===== config.mk =====
export PLATFORM = sky130hd
export DESIGN_NAME = sysirq_top
export DESIGN_NICKNAME = d
export VERILOG_FILES = /design/src/hdl/sysirq_pkg.sv /design/src/hdl/sysirq_sync.sv /design/src/hdl/sysirq_top.sv
export SDC_FILE = /design/constraint.sdc
export NUM_CORES = 1
export LEC_CHECK = 0
export BUFFER_PORTS_ARGS = -buffer_cell sky130_fd_sc_hd__buf_2
export CORE_UTILIZATION = 35
export CTS_CLUSTER_SIZE = 24
export DETAILED_ROUTE_END_ITERATION = 10
export GPL_TIMING_DRIVEN = 0
export HOLD_SLACK_MARGIN = 0.06
export PLACE_DENSITY = 0.78
export SYNTH_ARGS = -nofsm -noshare
export SYNTH_HDL_FRONTEND = slang
export SYNTH_HIERARCHICAL = 1
export SYNTH_SLANG_ARGS = --single-unit

===== constraint.sdc =====
create_clock -name clock_i -period 1.8 [get_ports clock_i]
set_clock_uncertainty 0.15 [all_clocks]
set_input_delay 0.27 -clock clock_i [delete_from_list [all_inputs] [get_ports clock_i]]
set_output_delay 0.27 -clock clock_i [all_outputs]
set_load 0.03 [all_outputs]

===== src/hdl/sysirq_pkg.sv =====
/*
  Constants for the system-control interrupt status block.
  Assumes an APB slave with 32-bit data and byte addresses.
*/
package sysirq_pkg;
  localparam int SYSIRQ_AW = 12;
  localparam logic [11:0] SYSIRQ_RAW_OFF = 12'h050;
  localparam logic [11:0] SYSIRQ_MASK_OFF = 12'h054;
  localparam logic [11:0] SYSIRQ_MIS_OFF = 12'h058;
  localparam logic [11:0] SYSIRQ_BOCTL_OFF = 12'h030;
  localparam int SYSIRQ_PLL_BIT = 6;
  localparam int SYSIRQ_BOR_BIT = 1;
  localparam int SYSIRQ_BOSEL_BIT = 1;
  localparam logic [31:0] SYSIRQ_ZERO = 32'h0000_0000;
  localparam logic [31:0] SYSIRQ_SRC_MASK = 32'h0000_0042;
endpackage


===== src/hdl/sysirq_sync.sv =====
/*
  Two-flop synchroniser for one level.
  Assumes the input is asynchronous to clock_i.
*/
`timescale 1ns/1ps
module sysirq_sync
(
  input wire logic clock_i,
  input wire logic rstn_i,
  input wire logic async_i,
  output logic sync_o
);
  logic stage1;
  always_ff @(posedge clock_i or negedge rstn_i)
  begin
    if (!rstn_i)
    begin
      stage1 <= 1'b0;
      sync_o <= 1'b0;
    end
    else
    begin
      stage1 <= async_i;
      sync_o <= stage1;
    end
  end
endmodule // sysirq_sync


===== src/hdl/sysirq_top.sv =====
/*
  System-control interrupt status: raw status, mask, masked status
  with write-one-to-clear of the PLL bit, and the brown-out response select bit.
  Assumes an APB master on clock_i, and pll_ready_i / brownout_i from
  analog or timer logic outside this clock domain.
*/
// What this block does
// - Raw status set by hardware, not writable at its own offset
// - PLL ready timer sets PLL raw flag
// - Brown-out raw flag follows detector level
// - Brown-out irq needs enable and clear select
// - Mask register enables each source
// - Masked status read returns current masked
// - Write one clears masked and raw PLL bit when PLL enabled, unless a PLL rise lands that cycle
// - Select bit set means reset, not interrupt
`timescale 1ns/1ps
module sysirq_top
  import sysirq_pkg::*;
(
  input wire logic clock_i,
  input wire logic rstn_i,
  input wire logic psel_i,
  input wire logic penable_i,
  input wire logic pwrite_i,
  input wire logic [SYSIRQ_AW-1:0] paddr_i,
  input wire logic [31:0] pwdata_i,
  output logic [31:0] prdata_o,
  output logic pready_o,
  output logic pslverr_o,
  input wire logic pll_ready_i,
  input wire logic brownout_i,
  output logic irq_o,
  output logic brownout_reset_o
);
  // ****************************************
  // Input synchronisers
  // ****************************************
  logic pll_ready_s;
  logic brownout_s;
  sysirq_sync u_pll_sync
  (
    .clock_i(clock_i),
    .rstn_i(rstn_i),
    .async_i(pll_ready_i),
    .sync_o(pll_ready_s)
  );
  sysirq_sync u_bor_sync
  (
    .clock_i(clock_i),
    .rstn_i(rstn_i),
    .async_i(brownout_i),
    .sync_o(brownout_s)
  );

  // ****************************************
  // Registers and decode
  // ****************************************
  logic pll_lock_raw_flag;
  logic pll_ready_d;
  logic pll_lock_enable;
  logic brownout_enable;
  logic brownout_reset_select;
  logic access;
  logic wr;
  logic rd;
  logic sel_raw;
  logic sel_mask;
  logic sel_mis;
  logic sel_boctl;
  logic mapped;
  logic pll_rise;
  logic pll_clr;
  logic brownout_raw_flag;
  logic pll_masked;
  logic bor_masked;
  logic [31:0] raw_word;
  logic [31:0] mask_word;
  logic [31:0] mis_word;
  logic [31:0] boctl_word;
  logic [31:0] next_rdata;
  logic next_irq;
  logic next_bor_reset;
  logic bor_to_irq;

  assign access = psel_i && penable_i && !pready_o;
  assign wr = psel_i && penable_i && pready_o && pwrite_i;
  assign rd = access && !pwrite_i;
  assign sel_raw = (paddr_i == SYSIRQ_RAW_OFF);
  assign sel_mask = (paddr_i == SYSIRQ_MASK_OFF);
  assign sel_mis = (paddr_i == SYSIRQ_MIS_OFF);
  assign sel_boctl = (paddr_i == SYSIRQ_BOCTL_OFF);
  assign mapped = sel_raw || sel_mask || sel_mis || sel_boctl;
  assign pll_rise = pll_ready_s && !pll_ready_d;
  assign pll_clr = wr && sel_mis && pwdata_i[SYSIRQ_PLL_BIT] && pll_masked;
  assign brownout_raw_flag = brownout_s;
  assign pll_masked = pll_lock_raw_flag && pll_lock_enable;
  assign bor_masked = brownout_raw_flag && brownout_enable;
  assign raw_word = SYSIRQ_ZERO
    | ({31'h0000_0000, pll_lock_raw_flag} << SYSIRQ_PLL_BIT)
    | ({31'h0000_0000, brownout_raw_flag} << SYSIRQ_BOR_BIT);
  assign mask_word = SYSIRQ_ZERO
    | ({31'h0000_0000, pll_lock_enable} << SYSIRQ_PLL_BIT)
    | ({31'h0000_0000, brownout_enable} << SYSIRQ_BOR_BIT);
  assign mis_word = SYSIRQ_ZERO
    | ({31'h0000_0000, pll_masked} << SYSIRQ_PLL_BIT)
    | ({31'h0000_0000, bor_masked} << SYSIRQ_BOR_BIT);
  assign boctl_word = SYSIRQ_ZERO
    | ({31'h0000_0000, brownout_reset_select} << SYSIRQ_BOSEL_BIT);
  assign next_rdata = !rd ? SYSIRQ_ZERO :
    sel_raw ? raw_word :
    sel_mask ? mask_word :
    sel_mis ? mis_word :
    sel_boctl ? boctl_word : SYSIRQ_ZERO;
  assign bor_to_irq = bor_masked && !brownout_reset_select;
  assign next_irq = pll_masked || bor_to_irq;
  assign next_bor_reset = brownout_raw_flag && brownout_reset_select;

  // ****************************************
  // APB answer
  // ****************************************
  always_ff @(posedge clock_i or negedge rstn_i)
  begin
    if (!rstn_i)
    begin
      pready_o <= 1'b0;
    end
    else
    begin
      pready_o <= access;
    end
  end

  always_ff @(posedge clock_i or negedge rstn_i)
  begin
    if (!rstn_i)
    begin
      pslverr_o <= 1'b0;
    end
    else
    begin
      pslverr_o <= access && !mapped;
    end
  end

  always_ff @(posedge clock_i or negedge rstn_i)
  begin
    if (!rstn_i)
    begin
      prdata_o <= SYSIRQ_ZERO;
    end
    else
    begin
      prdata_o <= next_rdata;
    end
  end

  // ****************************************
  // Control and status state
  // ****************************************
  always_ff @(posedge clock_i or negedge rstn_i)
  begin
    if (!rstn_i)
    begin
      pll_ready_d <= 1'b0;
    end
    else
    begin
      pll_ready_d <= pll_ready_s;
    end
  end

  always_ff @(posedge clock_i or negedge rstn_i)
  begin
    if (!rstn_i)
    begin
      pll_lock_raw_flag <= 1'b0;
    end
    else if (pll_rise)
    begin
      pll_lock_raw_flag <= 1'b1;
    end
    else if (pll_clr)
    begin
      pll_lock_raw_flag <= 1'b0;
    end
  end

  always_ff @(posedge clock_i or negedge rstn_i)
  begin
    if (!rstn_i)
    begin
      pll_lock_enable <= 1'b0;
      brownout_enable <= 1'b0;
    end
    else if (wr && sel_mask)
    begin
      pll_lock_enable <= pwdata_i[SYSIRQ_PLL_BIT];
      brownout_enable <= pwdata_i[SYSIRQ_BOR_BIT];
    end
  end

  always_ff @(posedge clock_i or negedge rstn_i)
  begin
    if (!rstn_i)
    begin
      brownout_reset_select <= 1'b0;
    end
    else if (wr && sel_boctl)
    begin
      brownout_reset_select <= pwdata_i[SYSIRQ_BOSEL_BIT];
    end
  end

  // ****************************************
  // Interrupt and reset outputs
  // ****************************************
  always_ff @(posedge clock_i or negedge rstn_i)
  begin
    if (!rstn_i)
    begin
      irq_o <= 1'b0;
    end
    else
    begin
      irq_o <= next_irq;
    end
  end

  always_ff @(posedge clock_i or negedge rstn_i)
  begin
    if (!rstn_i)
    begin
      brownout_reset_o <= 1'b0;
    end
    else
    begin
      brownout_reset_o <= next_bor_reset;
    end
  end
endmodule // sysirq_top


## Word level (Yosys, flattened, before mapping)

Cells that the tools add are included.

- Eq/ne operators: 4
- Reductions and logical operators: 26
- Bitwise logic cells: 3
- Multiplexer cells: 7

Operators with widths:

| kind | number |
|---|---|
| 12-bit by 7-bit == test with 1-bit output (second input constant) | 3 |
| 7-bit two-way mux | 4 |
| 7-bit by 2-bit OR with 7-bit output | 3 |
| 1-bit logical AND | 16 |
| 12-bit by 6-bit == test with 1-bit output (second input constant) | 1 |
| 1-bit zero test | 5 |
| 1-bit logical OR | 4 |
| 1-bit two-way mux | 2 |
| 2-bit two-way mux | 1 |
| 2-bit nonzero test | 1 |

- Flip-flop bits (word level): 20
- Logic and storage cells: 54
- Input bits: 51

## Logic depth before layout (Yosys ltp)

Gate-level depths: netlist of the first run.

- Depth in word-level cells: 8
- Mapped depth: 4

## Hierarchy

Netlist of the first run, hierarchy kept.

By module, submodules not included:

| module | cells each | sequential area each (um2) | area an instance (um2) | times used |
|---|---|---|---|---|
| sysirq_top | 81 | 275.3 | 797.0 | 1 |
| sysirq_sync | 2 | 50.0 | 50.0 | 2 |

## Least setup slack after synthesis of the first run

Ideal clock, no wire load.

- Path type: input -> register
- From: input paddr_i[7]
- To: register brownout_enable
- Path slack: -0.040 ns
- Library setup time: 0.125 ns
- Arrival time: 1.565 ns
- Required time: 1.525 ns
- Stages on the path: 4
- Path buffers: 1
- Cells stage by stage: or4b_1 > buf_2 > nor4_4 > mux2_2

- Word-level cells in the longest chain between the ends: 2

Ends and longest elaborated chain:

| item | RTL line | source |
|---|---|---|
| start, declared | sysirq_top.sv:25 | `input wire logic [SYSIRQ_AW-1:0] paddr_i,` |
| 12-bit by 7-bit == test with 1-bit output | sysirq_top.sv:89 | `assign sel_mask = (paddr_i == SYSIRQ_MASK_OFF);` |
| 1-bit logical AND | sysirq_top.sv:195 | `else if (wr && sel_mask)` |
| end signal, assigned | sysirq_top.sv:198 | `brownout_enable <= pwdata_i[SYSIRQ_BOR_BIT];` |
| end, declared | sysirq_top.sv:61 | `logic brownout_enable;` |

No other way between the ends.
A chain may end at the register's enable or synchronous reset.

## Worst setup path in the final report of the first run

- From: input paddr_i[9]
- To: register pll_lock_enable

- Word-level cells in the longest chain between the ends: 2

Ends and longest elaborated chain:

| item | RTL line | source |
|---|---|---|
| 12-bit by 7-bit == test with 1-bit output | sysirq_top.sv:89 |  |
| 1-bit logical AND | sysirq_top.sv:195 |  |
| end signal, assigned | sysirq_top.sv:197 | `pll_lock_enable <= pwdata_i[SYSIRQ_PLL_BIT];` |
| end, declared | sysirq_top.sv:60 | `logic pll_lock_enable;` |

No other way between the ends.

==> results by group, run 1 <==
Placement
  – Dpl ws: -0.1924 ns
  – Post-placement cell count: 168
  – Detail Placement HPWL: 1307 um
  – Placed inst area: 0.001205 mm^2
  – Port Buf Inserts: 26
  – Routability cong.: 0.8916

Yosys
  – Register area share after synthesis: 41.84%
  – Flops & latches, synth: 15
  – Mapped Cells: 85
  – Yosys cell types: 29
  – Yosys warning count: 6
  – Mean Syn Cell Area: 10.55 um^2
  – Synthesized area: 897.1 um^2

Critical path
  – Crit path launch type: input pin
  – R2R setup slack: 0.24 ns
  – Buffers and inverters on the worst path: 2
  – Crit path DAT: 1.70 ns
  – Max stage delay cell, worst path: or4_4
  – Crit Path Category: input pin to flip-flop
  – Crit-path leading delay family: simple AND/OR/NAND/NOR gates
  – Ordered cell list for the critical path: buf_2 > or4_4 > buf_6 > nor4_4 > mux2_4
  – Crit-path max cell delay: 0.52 ns
  – Worst R2R Path Depth: 3
  – Crit end category: flip-flop
  – Critical Path RT: 1.83 ns
  – Reg-to-reg startpoint: pready_o
  – Max FO, Critical Path: 6
  – R2R Path End: pll_lock_enable

Layout
  – Seq. cell area: 375.4 um^2
  – Fill cells: 217
  – Antenna Cells: 0
  – Most flops, register: prdata_o
  – Area occupied by multi-input gates: 412.9 um^2
  – Area delta synth->final: 40.73%
  – Share of layout cells above drive strength 1: 48.30%
  – Post-route cell area: 0.001262 mm^2
  – Largest register FFs: 2
  – Net count, final: 199
  – Fin cells: 175

STA
  – Setup Viol. Count Final: 0
  – Crit path time final: 1.674 ns
  – PnR worst setup slack: 0.1260 ns
  – Hold_ws: 0.08283 ns
  – Period utilization: 93.00%
  – Final-report max-slew violation count: 0
  – Fmax: 597.4 MHz
  – RSZ-0062 raised after global routing: false
  – Final hold violations: 0

Hold path
  – Min-Delay Path Class: input pin to flip-flop
  – Hold depth: 2
  – Hold Crit Start: pwdata_i[1]
  – Hold Path End: brownout_enable

Global route
  – Global-route wire length before repair: 2553 um
  – Number of global-route vias before repair: 639
  – Antenna violations before repair: 0
  – GRT Overall Usage: 12.86%
  – Largest net degree at the start of global routing: 16
  – Global route total overflow: 0

Floorplan
  – Num ports: 87
  – Core area: 0.002318 mm^2
  – DIE AREA: 0.002769 mm^2
  – FP Rows: 17
  – Die Width: 52.63 um
  – Die height: 52.63 um
  – Initial Utilization: 38.69%

CTS
  – Clock transition at path regs: 0.09 ns
  – Max Buffers Root-to-Sink: 2
  – CTS tree: done
  – CTS sink cnt: 15
  – Root Buffer Master: clkbuf_4
  – Clock Latency Late Sink: 0.28 ns
  – CTS Buf Count: 3
  – H-tree levels: 1
  – Setup bufs post-CTS: 0

Routing
  – DRT Pass-1 Iters: 4
  – Remaining antenna violation count: 0
  – Residual DRC: 0
  – Vias: 737
  – First DRT Iteration DRCs: 7
  – WL/cell: 9.143 um
  – Via density: 4.211
  – Routed Wire Length: 1600 um

Power and ir drop
  – Max VDD drop: 0.5048 mV
  – Clock share of power: 25.0%
  – Int Pwr: 0.5049 mW
  – Leakage: 0.7100 nW
  – Power, Total: 0.7339 mW
  – Power per cell area: 581.3 mW/mm^2
  – Sw power: 0.2290 mW
  – Proportion of power drawn by flip-flops and latches: 47.4%
  – Switching part of the total: 31.20%
  – Combinational share of power: 27.6%

Outcome
  – Run status: complete, no violations

Run
  – Number of max-cap violations: 0
per-stage QoR:
stage / utilization (%) / TNS, ns
2_1_floorplan: - / -0.03712
3_3_place_gp: 51.97 / -0.5130
4_1_cts: 54.45 / 0
5_1_grt: 54.45 / 0
6_report: 54.45 / 0
3_5_place_dp: 51.97 / -0.5424
metal layers:
| layer | share of wire [%] | vias to the layer above | global-route usage [%] | wire length (um) |
|---|---|---|---|---|
| li1 | - | 363 | - | - |
| met5 | 0 | - | 0 | 0 |
| met1 | 38 | 330 | 12.50 | 605 |
| met3 | 11 | 0 | 6.377 | 169 |
| met2 | 52 | 44 | 24.68 | 824 |
| met4 | 0 | 0 | 1.316 | 0 |
area by class of cell:
class | count | share of cell area, %
multi-input cells | 66 | 32.71
flip-flops and latches | 15 | 29.73
plain buffers | 32 | 19.62
repair buffers | 29 | 12.69
well taps | 28 | 2.775
clock buffers | 3 | 1.784
clock inverters | 1 | 0.3964
inverters | 1 | 0.2973
worst register-to-register path: cells and delay by family, from the launching register on:
kind             cells  cell delay (ns)
muxes                1             0.33
DFF                  1             0.36
and+or+nand+nor      2             0.62
what timing repair did:
item                       4_1_cts  5_1_grt
setup endpoints to repair        0        0
resized for setup                0        0
hold buffers                     3        0
hold endpoints to repair        17        0
cells in the final DEF (no fill, tap or decap), types with 2 or more instances in the layout:
cell type       n
buf_4          30
conb_1         30
buf_2          26
dfrtp_1        15
nand2b_1        3
clkbuf_4        3
dlygate4sd3_1   3
nand3b_1        2
nand2_1         2
or3b_2          2
o22ai_1         2
buf_6           2
o21ai_0         2
nor3_1          2
nand3_1         2
mux2_4          2
worst max path at each step:
| stage | to | slack (ns) | from | depth (start not counted) |
|---|---|---|---|---|
| after floorplan | brownout_enable | -0.02 | paddr_i[9] | 4 |
| after global placement | brownout_enable | -0.17 | paddr_i[9] | 5 |
| after detailed placement | pll_lock_enable | -0.19 | paddr_i[9] | 5 |
| after CTS | pll_lock_enable | 0.12 | paddr_i[9] | 5 |
| after global routing | brownout_reset_select | 0.11 | paddr_i[9] | 5 |
| final | pll_lock_enable | 0.13 | paddr_i[9] | 5 |
synthesized netlist by cell type:
cell       number  area [um^2]
buf_4          30        225.2
dfrtp_1        15        375.4
mux2_2          3        33.78
nand2b_1        3        18.77
buf_2           2        10.01
nand2_1         2        7.510
nand3_1         2        10.01
nand3b_1        2        15.01
nor3_1          2        10.01
nor4_1          2        12.51
o21ai_0         2        10.01
o22ai_1         2        12.51
or3b_2          2        17.52
a2111oi_0       1        8.760
a211oi_1        1        7.510
and2_1          1        6.260
and3b_1         1        8.760
conb_1          1        3.750
inv_1           1        3.750
mux2i_1         1        10.01
nand4_1         1        6.260
nor4_4          1        21.27
o211a_1         1        10.01
o31ai_1         1        7.510
or3_1           1        6.260
or4_1           1        7.510
or4b_1          1        10.01
or4b_2          1        10.01
or4bb_1         1        11.26
cell families after synthesis:
group / Yosys count / synth area share [%]
other cells: 1 / 0.4180
buf+inv: 33 / 26.64
simple gates: 24 / 19.95
compound gates: 8 / 6.277
mux: 4 / 4.881
flops: 15 / 41.84
power by group through the flow:
stage | clock, mW | sequential [mW] | combinational [mW]
after detailed placement | 0 | 0.355 | 0.196
after global placement | 0 | 0.354 | 0.193
after global routing | 0.218 | 0.349 | 0.217
after CTS | 0.194 | 0.348 | 0.201
final | 0.184 | 0.348 | 0.203
after floorplan | 0 | 0.359 | 0.152
(Power assumes the default switching activity.)
==> run 2, diff against run 1 <==
- GPL_TIMING_DRIVEN: 0 -> default
==> results by group, run 2 (synthesized netlist as in run 1, its figures left out) <==
Outcome
  – Run status: complete, no violations

STA
  – Fin Setup TNS: 0 ns
  – Final-report max-slew violation count: 0
  – Setup Viol. Count Final: 0
  – Final hold violations: 0
  – RSZ-0062 raised after global routing: false
  – Hold_ws: 0.08159 ns
  – Fmax: 620.3 MHz
  – Crit path time final: 1.612 ns
  – Period utilization: 89.57%

CTS
  – CTS tree: done
  – Clock Latency Late Sink: 0.28 ns
  – CTS sink cnt: 15
  – H-tree levels: 1
  – Clock transition at path regs: 0.08 ns
  – Max Buffers Root-to-Sink: 2
  – CTS-repair resized insts: 0
  – CTS Buf Count: 3
  – Root Buffer Master: clkbuf_4

Layout
  – Most common cell after layout, fill and taps aside: conb_1
  – Fill cells: 242
  – Net count, final: 172
  – Share of layout cells above drive strength 1: 36.67%
  – Fin cells: 148
  – Largest register FFs: 2
  – Antenna Cells: 0
  – Most flops, register: prdata_o
  – Area delta synth->final: 17.29%
  – Post-route cell area: 0.001052 mm^2
  – Most frequent cells in the layout: conb_1, buf_2, dfrtp_1

Floorplan
  – Core area: 0.002318 mm^2
  – Initial Utilization: 38.69%
  – FP Rows: 17
  – Die height: 52.63 um
  – Die Width: 52.63 um
  – Num ports: 87
  – DIE AREA: 0.002769 mm^2

Run
  – Number of max-cap violations: 0

Placement
  – Placed inst area: 994.7 um^2
  – Detail Placement HPWL: 1174 um
  – Post-placement cell count: 141
  – Port Buf Inserts: 26
  – Routability cong.: 0.8827

Critical path
  – R2R Path End: pll_lock_enable
  – Worst R2R Path Depth: 3
  – Reg-to-reg startpoint: pready_o
  – R2R setup slack: 0.28 ns
  – Crit path DAT: 1.63 ns
  – Crit end category: flip-flop
  – Crit Path Category: input pin to flip-flop
  – Crit path launch type: input pin
  – Critical Path RT: 1.82 ns
  – Worst Setup SP: paddr_i[3]
  – Max FO, Critical Path: 3
  – CP endpoint: pll_lock_enable

Routing
  – DRT Pass-1 Iters: 4
  – Via density: 4.601
  – WL/cell: 9.818 um
  – Remaining antenna violation count: 0
  – First DRT Iteration DRCs: 6
  – Residual DRC: 0
  – Vias: 681
  – Routed Wire Length: 1453 um

Global route
  – Antenna violations before repair: 0
  – Number of global-route vias before repair: 564
  – Global route total overflow: 0
  – GRT Overall Usage: 11.61%
  – Largest net degree at the start of global routing: 16
  – Global-route wire length before repair: 2346 um

Power and ir drop
  – Leakage: 0.5577 nW
  – Power per cell area: 650.1 mW/mm^2
  – Max VDD drop: 0.4987 mV

Hold path
  – Min-Delay Path Class: input pin to flip-flop
==> run 2: area by class of cell <==
type / instances / area (um^2) / share of cell area [%]
tap: 28 / 35.03 / 3.329
timing repair buffer: 34 / 197.7 / 18.79
multi-input combinational: 66 / 412.9 / 39.24
inverter: 1 / 3.754 / 0.3567
sequential: 15 / 375.4 / 35.67
clock buffer: 3 / 22.52 / 2.140
clock inverter: 1 / 5.005 / 0.4756
==> run 2: through the flow <==
step / power (mW) / util [%] / worst slack (ns)
floorplan: 0.5108 / - / -0.01856
global placement: 0.5018 / 42.90 / -0.1091
detailed placement: 0.5050 / 42.90 / -0.1205
CTS: 0.6902 / 45.39 / 0.1792
global route: 0.7194 / 45.39 / 0.09099
finish: 0.6841 / 45.39 / 0.1878
==> run 2: worst min path at each step <==
stage	startpoint	endpoint	slack [ns]	depth (start not counted)
floorplan	rstn_i	brownout_enable	-0.18	0
global placement	rstn_i	pready_o	0.02	1
detailed placement	rstn_i	pslverr_o	0.03	1
CTS	pwdata_i[1]	brownout_enable	0.07	2
global route	pwdata_i[1]	brownout_enable	0.07	2
finish	pwdata_i[1]	brownout_enable	0.08	2
==> run 2: timing repair <==
| action | CTS | global route |
|---|---|---|
| endpoints found under the hold margin | 17 | 0 |
| buffers inserted | 0 | 0 |
| hold buffers | 3 | 0 |
==> run 2: where the power goes <==
part	leakage (nW)	switching, mW	internal [mW]	total (mW)
clock network	0.0177	0.0977	0.0823	0.180
registers	0.191	0.00308	0.345	0.348
logic	0.349	0.118	0.0381	0.156
total	0.558	0.219	0.465	0.684
==> run 2: critical path, stage by stage <==
cell and delay [ns]:
buf_2 0.11, or4bb_1 0.56, nor4_4 0.37, mux2_4 0.33
==> run 2: routing by layer <==
metal  GRT usage [%]  vias to the layer above  part of all wire, %
met5               0                        -                    0
met4           1.754                        0                    0
met3           5.217                        0                  9.1
met2           22.57                       46                   53
met1           11.15                      325                   37
li1                -                      310                    -
